### config.mk
export PLATFORM = sky130hd
export DESIGN_NAME = adc_serial_control_frontend
export DESIGN_NICKNAME = d
export VERILOG_FILES = /design/src/verilog/adc_frontend_pkg.sv /design/src/verilog/channel_route.sv /design/src/verilog/adc_serial_control_frontend.sv
export VERILOG_INCLUDE_DIRS = /design/src /design/src/verilog
export SDC_FILE = /design/constraint.sdc
export NUM_CORES = 1
export LEC_CHECK = 0
export BUFFER_PORTS_ARGS = -buffer_cell sky130_fd_sc_hd__buf_4
export CAP_MARGIN = 20
export CORE_UTILIZATION = 55
export CTS_CLUSTER_DIAMETER = 200
export DETAILED_ROUTE_END_ITERATION = 8
export PLACE_DENSITY = 0.8
export REMOVE_ABC_BUFFERS = 1
export SETUP_SLACK_MARGIN = 0.3
export SKIP_CTS_REPAIR_TIMING = 1
export SLEW_MARGIN = 20
export SYNTH_ARGS = -nofsm -noshare
export SYNTH_HDL_FRONTEND = slang
export SYNTH_SLANG_ARGS = --single-unit
### constraint.sdc
create_clock -name core_clk -period 4 [get_ports core_clk]
set_clock_uncertainty 0.05 [all_clocks]
set_input_delay 0.2 -clock core_clk [delete_from_list [all_inputs] [get_ports core_clk]]
set_output_delay 0.2 -clock core_clk [all_outputs]
set_load 0.02 [all_outputs]
### src/verilog/adc_frontend_defs.svh
// offsets, control-byte fields, reset values and timing counts
`ifndef ADC_FRONTEND_DEFS_SVH
`define ADC_FRONTEND_DEFS_SVH

// core clock and internal conversion time (typical)
`define CORE_CLK_MHZ       125
`define INT_CONV_NS        25000
`define INT_CONV_CYCLES    ((`INT_CONV_NS * `CORE_CLK_MHZ) / 1000)

// register byte offsets
`define REG_CONTROL        4'h0
`define REG_SAMPLE         4'h4
`define REG_STATUS         4'h8
`define REG_CONV_COUNT     4'hC

// control register field
`define CTRLREG_FOUR_INPUT 0

// control byte field positions
`define CB_START           7
`define CB_PICK_2          6
`define CB_PICK_1          5
`define CB_PICK_0          4
`define CB_POLARITY        3
`define CB_INPUT_CFG       2
`define CB_POWER_KEEP      1
`define CB_CLOCK_SOURCE    0

// reset values and bipolar code flip
`define CTRL_BYTE_RESET    8'h00
`define STROBE_RESET       1'b1
`define SAMPLE_RESET       8'h00
`define BIPOLAR_FLIP       8'h80

// per-falling-edge counts of the output sequencer
`define STROBE_LAST        3'h1
`define SHIFT_LAST         3'h6
`define READY_MSB_FALL     3'h1

// bus responses
`define RESP_OKAY          2'h0
`define RESP_SLVERR        2'h2

`endif

### src/verilog/adc_frontend_pkg.sv
// types shared by the serial front end
package adc_frontend_pkg;

   typedef enum logic [2:0]
   {
      OUT_IDLE,
      OUT_STROBE,
      OUT_SHIFT,
      INT_CONV,
      INT_READY
   } out_state_e;

   typedef logic [7:0] byte_t;
   typedef logic [2:0] chan_t;

endpackage

### src/verilog/channel_route.sv
// control-byte channel pick to mux routing
`timescale 1ns/100ps
module channel_route
   import adc_frontend_pkg::*;
(
   // pick fields and modes
   input  wire logic [2:0] pick,
   input  wire logic       single_ended,
   input  wire logic       four_input,
   // routing
   output chan_t           pos_ch,
   output chan_t           neg_ch,
   output logic            neg_is_return
);

   // pick_0 drops out on the four-input part
   function automatic chan_t route_index(input logic [2:0] p,
                                         input logic four);
      route_index = four ? {1'b0, p[1], p[2]} : {p[1], p[0], p[2]};
   endfunction

   always_comb
   begin
      pos_ch        = route_index(pick, four_input);
      neg_is_return = single_ended;
      // even/odd partner of the positive input in a pair
      neg_ch        = single_ended ? 3'h0 : (pos_ch ^ 3'h1);
   end

endmodule // channel_route

### src/verilog/adc_serial_control_frontend.sv
// serial control front end of the 8-bit converter with AXI4-Lite registers
//
// Design decisions made here: the AXI4-Lite interface to the registers and the placing of the registers.
`timescale 1ns/100ps
`include "adc_frontend_defs.svh"
module adc_serial_control_frontend
   import adc_frontend_pkg::*;
#(
   parameter int ADDR_W          = 4,
   parameter int INT_CONV_CYCLES = `INT_CONV_CYCLES
)
(
   // clock and reset
   input  wire logic              core_clk,
   input  wire logic              rst,
   // serial pins
   input  wire logic              cs_n,
   input  wire logic              sclk,
   input  wire logic              din,
   output logic                   dout,
   output logic                   dout_oe_n,
   output logic                   conversion_strobe,
   output logic                   strobe_oe_n,
   // decoded conversion setup
   output chan_t                  pos_ch,
   output chan_t                  neg_ch,
   output logic                   neg_is_return,
   output logic                   polarity_mode,
   output logic                   input_config,
   output logic                   power_keep,
   output logic                   clock_source,
   output logic                   conversion_start,
   // AXI4-Lite write
   input  wire logic [ADDR_W-1:0] awaddr,
   input  wire logic              awvalid,
   output logic                   awready,
   input  wire logic [31:0]       wdata,
   input  wire logic [3:0]        wstrb,
   input  wire logic              wvalid,
   output logic                   wready,
   output logic [1:0]             bresp,
   output logic                   bvalid,
   input  wire logic              bready,
   // AXI4-Lite read
   input  wire logic [ADDR_W-1:0] araddr,
   input  wire logic              arvalid,
   output logic                   arready,
   output logic [31:0]            rdata,
   output logic [1:0]             rresp,
   output logic                   rvalid,
   input  wire logic              rready
);

   logic          cs_m, cs_s, cs_d;
   logic          sclk_m, sclk_s, sclk_d;
   logic          din_m, din_s;
   logic          sclk_rise, sclk_fall, cs_rise;
   logic          rx_active, byte_pending, hunt_ok;
   logic [2:0]    rx_cnt;
   logic [6:0]    rx_sr;
   byte_t         ctrl, sample, result, out_sr, conv_count;
   logic [2:0]    out_cnt;
   logic [11:0]   conv_timer;
   logic          int_done, start_now, four_input;
   out_state_e    state;
   chan_t         route_pos, route_neg;
   logic          route_ret;
   logic          aw_held, w_held;
   logic [ADDR_W-1:0] aw_addr_q;
   logic [31:0]   w_data_q;
   logic [3:0]    w_strb_q;

   function automatic byte_t conv_code(input byte_t s, input logic uni);
      conv_code = uni ? s : (s ^ `BIPOLAR_FLIP);
   endfunction

   function automatic logic reg_known(input logic [ADDR_W-1:0] a);
      reg_known = (a == `REG_CONTROL) || (a == `REG_SAMPLE) ||
                  (a == `REG_STATUS)  || (a == `REG_CONV_COUNT);
   endfunction

   ////////////////////////////////////////////////////////////////////////
   // pin synchronisers and edge finding; edges compare the second and third stages
   always_ff @(posedge core_clk or posedge rst)
   begin
      if (rst)
      begin
         cs_m   <= 1'b1;
         cs_s   <= 1'b1;
         cs_d   <= 1'b1;
         sclk_m <= 1'b0;
         sclk_s <= 1'b0;
         sclk_d <= 1'b0;
         din_m  <= 1'b0;
         din_s  <= 1'b0;
      end
      else
      begin
         cs_m   <= cs_n;
         cs_s   <= cs_m;
         cs_d   <= cs_s;
         sclk_m <= sclk;
         sclk_s <= sclk_m;
         sclk_d <= sclk_s;
         din_m  <= din;
         din_s  <= din_m;
      end
   end

   assign sclk_rise = sclk_s & ~sclk_d;
   assign sclk_fall = ~sclk_s & sclk_d;
   assign cs_rise   = cs_s & ~cs_d;
   // no new start bit until an external-mode result MSB has gone out
   assign hunt_ok   = !byte_pending && (state != OUT_STROBE);
   assign start_now = sclk_fall && !cs_s && byte_pending;
   assign int_done  = (state == INT_CONV) && (conv_timer == 12'h000);

   ////////////////////////////////////////////////////////////////////////
   // control byte receiver
   always_ff @(posedge core_clk or posedge rst)
   begin
      if (rst)
      begin
         rx_active    <= 1'b0;
         rx_cnt       <= 3'h0;
         rx_sr        <= 7'h00;
         byte_pending <= 1'b0;
         ctrl         <= `CTRL_BYTE_RESET;
      end
      else if (cs_s)
      begin
         // deselect abandons a partial byte
         rx_active    <= 1'b0;
         rx_cnt       <= 3'h0;
         byte_pending <= 1'b0;
      end
      else
      begin
         if (start_now)
            byte_pending <= 1'b0;
         if (sclk_rise)
         begin
            if (rx_active)
            begin
               rx_sr  <= {rx_sr[5:0], din_s};
               rx_cnt <= 3'(rx_cnt + 3'h1);
               if (rx_cnt == 3'h7)
               begin
                  ctrl         <= {rx_sr, din_s};
                  byte_pending <= 1'b1;
                  rx_active    <= 1'b0;
               end
            end
            else if (din_s && hunt_ok)
            begin
               rx_active <= 1'b1;
               rx_sr     <= 7'h01;
               rx_cnt    <= 3'h1;
            end
         end
      end
   end

   ////////////////////////////////////////////////////////////////////////
   // internal-clock conversion timer
   always_ff @(posedge core_clk or posedge rst)
   begin
      if (rst)
         conv_timer <= 12'h000;
      else if (start_now)
         conv_timer <= 12'(INT_CONV_CYCLES - 1);
      else if ((state == INT_CONV) && (conv_timer != 12'h000))
         conv_timer <= 12'(conv_timer - 12'h001);
   end

   ////////////////////////////////////////////////////////////////////////
   // output sequencer: strobe and serial data
   always_ff @(posedge core_clk or posedge rst)
   begin
      if (rst)
      begin
         state             <= OUT_IDLE;
         conversion_strobe <= `STROBE_RESET;
         dout              <= 1'b0;
         out_sr            <= 8'h00;
         out_cnt           <= 3'h0;
         result            <= 8'h00;
         conv_count        <= 8'h00;
         conversion_start  <= 1'b0;
      end
      else
      begin
         conversion_start <= 1'b0;
         if (start_now)
         begin
            result            <= conv_code(sample, ctrl[`CB_POLARITY]);
            conversion_start  <= 1'b1;
            conv_count        <= 8'(conv_count + 8'h01);
            out_cnt           <= 3'h0;
            dout              <= 1'b0;
            conversion_strobe <= ctrl[`CB_CLOCK_SOURCE];
            state <= ctrl[`CB_CLOCK_SOURCE] ? OUT_STROBE : INT_CONV;
         end
         else if (cs_rise && ((state == OUT_STROBE) || (state == OUT_SHIFT)))
         begin
            // deselect ends an external-mode conversion
            state             <= OUT_IDLE;
            dout              <= 1'b0;
            conversion_strobe <= 1'b0;
         end
         else if (int_done)
         begin
            // internal mode: strobe not tied to the shift clock
            state             <= INT_READY;
            conversion_strobe <= 1'b1;
            out_cnt           <= 3'h0;
         end
         else if (sclk_fall && !cs_s)
         begin
            case (state)
               OUT_STROBE:
                  if (out_cnt == `STROBE_LAST)
                  begin
                     conversion_strobe <= 1'b0;
                     dout   <= result[7];
                     out_sr <= {result[6:0], 1'b0};
                     out_cnt <= 3'h0;
                     state  <= OUT_SHIFT;
                  end
                  else
                     out_cnt <= 3'(out_cnt + 3'h1);
               OUT_SHIFT:
               begin
                  dout    <= out_sr[7];
                  out_sr  <= {out_sr[6:0], 1'b0};
                  out_cnt <= 3'(out_cnt + 3'h1);
                  if (out_cnt == `SHIFT_LAST)
                     state <= OUT_IDLE;
               end
               INT_READY:
                  if (out_cnt == `READY_MSB_FALL)
                  begin
                     dout    <= result[7];
                     out_sr  <= {result[6:0], 1'b0};
                     out_cnt <= 3'h0;
                     state   <= OUT_SHIFT;
                  end
                  else
                     out_cnt <= 3'(out_cnt + 3'h1);
               OUT_IDLE,
               INT_CONV:
                  dout <= 1'b0;
               default:
                  state <= OUT_IDLE;
            endcase
         end
      end
   end

   // pins float while deselected; internal-mode strobe always drives
   assign dout_oe_n   = cs_s;
   assign strobe_oe_n = cs_s & ctrl[`CB_CLOCK_SOURCE];

   ////////////////////////////////////////////////////////////////////////
   // channel routing and registered setup outputs
   channel_route u_route
   (
      .pick          (ctrl[`CB_PICK_2:`CB_PICK_0]),
      .single_ended  (ctrl[`CB_INPUT_CFG]),
      .four_input    (four_input),
      .pos_ch        (route_pos),
      .neg_ch        (route_neg),
      .neg_is_return (route_ret)
   );

   always_ff @(posedge core_clk or posedge rst)
   begin
      if (rst)
      begin
         pos_ch        <= 3'h0;
         neg_ch        <= 3'h0;
         neg_is_return <= 1'b0;
         polarity_mode <= 1'b0;
         input_config  <= 1'b0;
         power_keep    <= 1'b0;
         clock_source  <= 1'b0;
      end
      else
      begin
         pos_ch        <= route_pos;
         neg_ch        <= route_neg;
         neg_is_return <= route_ret;
         polarity_mode <= ctrl[`CB_POLARITY];
         input_config  <= ctrl[`CB_INPUT_CFG];
         power_keep    <= ctrl[`CB_POWER_KEEP];
         clock_source  <= ctrl[`CB_CLOCK_SOURCE];
      end
   end

   ////////////////////////////////////////////////////////////////////////
   // AXI4-Lite slave
   assign awready = !aw_held;
   assign wready  = !w_held;
   assign arready = !rvalid;

   always_ff @(posedge core_clk or posedge rst)
   begin
      if (rst)
      begin
         aw_held    <= 1'b0;
         w_held     <= 1'b0;
         aw_addr_q  <= '0;
         w_data_q   <= 32'h0000_0000;
         w_strb_q   <= 4'h0;
         bvalid     <= 1'b0;
         bresp      <= `RESP_OKAY;
         four_input <= 1'b0;
         sample     <= `SAMPLE_RESET;
      end
      else
      begin
         if (awvalid && awready)
         begin
            aw_held   <= 1'b1;
            aw_addr_q <= awaddr;
         end
         if (wvalid && wready)
         begin
            w_held   <= 1'b1;
            w_data_q <= wdata;
            w_strb_q <= wstrb;
         end
         if (bvalid && bready)
            bvalid <= 1'b0;
         else if (aw_held && w_held && !bvalid)
         begin
            aw_held <= 1'b0;
            w_held  <= 1'b0;
            bvalid  <= 1'b1;
            bresp   <= reg_known(aw_addr_q) ? `RESP_OKAY : `RESP_SLVERR;
            if (w_strb_q[0] && (aw_addr_q == `REG_CONTROL))
               four_input <= w_data_q[`CTRLREG_FOUR_INPUT];
            if (w_strb_q[0] && (aw_addr_q == `REG_SAMPLE))
               sample <= w_data_q[7:0];
         end
      end
   end

   always_ff @(posedge core_clk or posedge rst)
   begin
      if (rst)
      begin
         rvalid <= 1'b0;
         rdata  <= 32'h0000_0000;
         rresp  <= `RESP_OKAY;
      end
      else if (rvalid && rready)
         rvalid <= 1'b0;
      else if (arvalid && arready)
      begin
         rvalid <= 1'b1;
         rresp  <= reg_known(araddr) ? `RESP_OKAY : `RESP_SLVERR;
         case (araddr)
            `REG_CONTROL:    rdata <= {31'h0000_0000, four_input};
            `REG_SAMPLE:     rdata <= {24'h00_0000, sample};
            `REG_STATUS:     rdata <= {15'h0000, conversion_strobe,
                                       (state != OUT_IDLE), route_ret,
                                       route_neg, route_pos, ctrl};
            `REG_CONV_COUNT: rdata <= {24'h00_0000, conv_count};
            default:         rdata <= 32'h0000_0000;
         endcase
      end
   end
endmodule // adc_serial_control_frontend

==> reports/qor.txt <==
CTS root buf - clkbuf_8
GRT Total Usage - 22.2%
Hold slack - -10.3 ps
Clk buf depth - 2
Final period utilization - 62.3%
Worst Hold Launch - araddr[0]
First DRT Iteration DRCs - 179
Layout cells sized above 1 - 25.8%
Crit-path max FO - 19
CP Buf/Inv Count - 1
Synth top area cells - dfrtp_1 (55%), mux2_2 (7.0%), nand2_1 (4.3%)
Leakage power figure - 3.37 nW
Failing checks - hold timing
Max Cap Viol - 0
Post-synthesis cell type count - 63
HP Class - in2reg
Avg WL per Cell - 15.6 um
Status - finished with violations
DRC Markers - 0
Initial Util - 57.2%
Post-DP HPWL - 7360 um
Ys flop type - dfrtp_1
Slew Viols, Final - 0
Congestion Overflow GR - 0
Worst-Margin Slew - 845 ps
Crit. End Element - flip-flop
Yosys reg bits - 127
Via density - 5.49
Cell Area, Synth - 5640 sq um
Final hold vios - 1
Max-Slew Margin vs Limit - 43.7%
Crit path launch type - flip-flop
Peak VDD IR - 0.000329 V
Total number of vias - 4,026
CTS buffer count - 17
Core Box Area - 9860 sq um
Reg clk slew, reported paths - 60 ps
Yosys warns - 0
Power Dens Cells - 480 nW/um^2
Setup TNS - 0 ps
Synthesized netlist cell count - 495
Sequential fraction of the synthesis area - 56.4%
Drt total wl - 11,400 um
Clock sink count - 127
Ant diodes - 0
CP peak stage delay - 700 ps
Post-route ant nets - 0
First-pass GRT wire length - 17,900 um
Vert. Die Dim - 103 um
CP Capture Point - out_sr[4]
Syn Area/Cell - 11.4 sq um
Die footprint - 10,700 sq um
FF-to-FF path depth - 5
Most frequent cell after synthesis - dfrtp_1
CP required - 4390 ps
PortBufs - 66
Row count - 36
EDFF count, synth - 0
Final setup violation count - 0
Largest net degree at the start of global routing - 82
Maximum clock frequency - 401 MHz
CTS tree - built
Nets - 650
Synth top area share - 54.5%
Yosys top cell by area - dfrtp_1
Post-layout min period - 2490 ps
Reg-to-reg critical path startpoint - dout_oe_n
CP Data Arrival Time - 2880 ps
Area Overhead vs Synth - 23.2%
Top post-synthesis cells by count - dfrtp_1 (123), nand2_1 (64), mux2_2 (35), nor2_1 (34), o21ai_0 (24)
CP Launch Point - dout_oe_n
RSZ-0062 raised after global routing - false
Cell chain of the critical path - nand3b_2, clkinv_1, a2111oi_4, nor2_1, a21oi_1
Critical path class - reg2reg
Critical path depth - 5
Initial antenna violation count - 0
Vias in the first global route - 3,719
Drt pass-1 iters - 4
Boundary pin count - 111
Routability congestion estimate - 0.819
Worst-Skew Late Latency - 520 ps
Die X - 103 um
H-tree Lvls - 4
Critical-path top delay cell - a2111oi_4
Async set or reset register ratio after synthesis - 100%
Family with the most delay on the worst path - compound AO/OA/AOI/OAI gates
Worst R2R Setup Slack - 1510 ps
Reg2reg end - out_sr[4]
registers in the layout, summed over array words and instances (netlist names), 4 cells and up:
name	count
result	8
ctrl	8
w_data_q	8
conv_count	8
aw_addr_q	4
out_sr	7
rx_sr	7
conv_timer	12
sample	8
rdata	17
layer usage:
layer | GRT usage [%] | vias up | routed length, um
met3 | 5.65 | 11 | 443
met1 | 29.2 | 2027 | 5150
li1 | - | 1874 | -
met4 | 8.02 | 0 | 123
met5 | 0 | - | 0
met2 | 35.9 | 114 | 5700
cell families after synthesis:
| logic type | Yosys count | synth area share (%) |
|---|---|---|
| and+or+nand+nor | 152 | 13.5 |
| DFF | 127 | 56.4 |
| adders and majority gates | 8 | 1.77 |
| other | 1 | 0.0665 |
| xor gates and xnor gates | 20 | 3.10 |
| AOI/OAI and AO/OA | 88 | 11.0 |
| muxes | 45 | 8.76 |
| buffers and inverters | 54 | 5.34 |
per-stage QoR:
stage / worst slack [ps] / utilization (%) / std cells / total power, mW / area [sq um]
floorplan: 372 / - / 477 / 1.75 / 5480
global placement: 1590 / 62.6 / 680 / 1.87 / 6170
detailed placement: 1540 / 62.6 / 680 / 1.89 / 6170
CTS: 1470 / 68.2 / 711 / 3.34 / 6730
global route: 1240 / 70.5 / 733 / 3.47 / 6950
finish: 1510 / 70.5 / 733 / 3.34 / 6950
where the power goes:
part	internal [mW]	switching [mW]
sequential	1.42	0.100
combinational	0.191	0.181
clock	0.879	0.569
layout make-up:
cell class                 count  area, sq um
clock buffer                  17          414
multi-input combinational    330         2220
fill                         684         2910
sequential                   127         3180
clock inverter                14          144
inverter                      20         80.1
timing repair buffer          92          746
tap                          133          166
cells in the final DEF (no fill, tap or decap), drive strengths merged, types with 4 or more instances in the layout:
cell	instances
a211oi	4
a21oi	17
a22o	9
a22oi	7
and3	4
buf	70
clkbuf	17
clkinv	7
clkinvlp	5
conb	17
dfrtp	123
dfstp	4
dlygate4sd3	22
ha	8
inv	20
mux2	35
mux2i	10
nand2	65
nand3	8
nand4	5
nor2	34
nor2b	11
o21ai	24
xnor2	13
xor2	7
worst reg2reg max path, cell delays in order (launching register included):
cell and delay [ps]:
dfstp_2 680, nand3b_2 440, clkinv_1 240, a2111oi_4 700, nor2_1 130, a21oi_1 170
how the worst min path moves through the flow:
stage	depth (start not counted)	end	slack, ps
floorplan	0	cs_m	150
global placement	1	cs_m	260
detailed placement	1	din_m	260
CTS	1	sclk_m	-280
global route	4	rdata[10]	20
finish	4	rdata[10]	-10
Note: power is estimated with default switching activity, not from simulation.
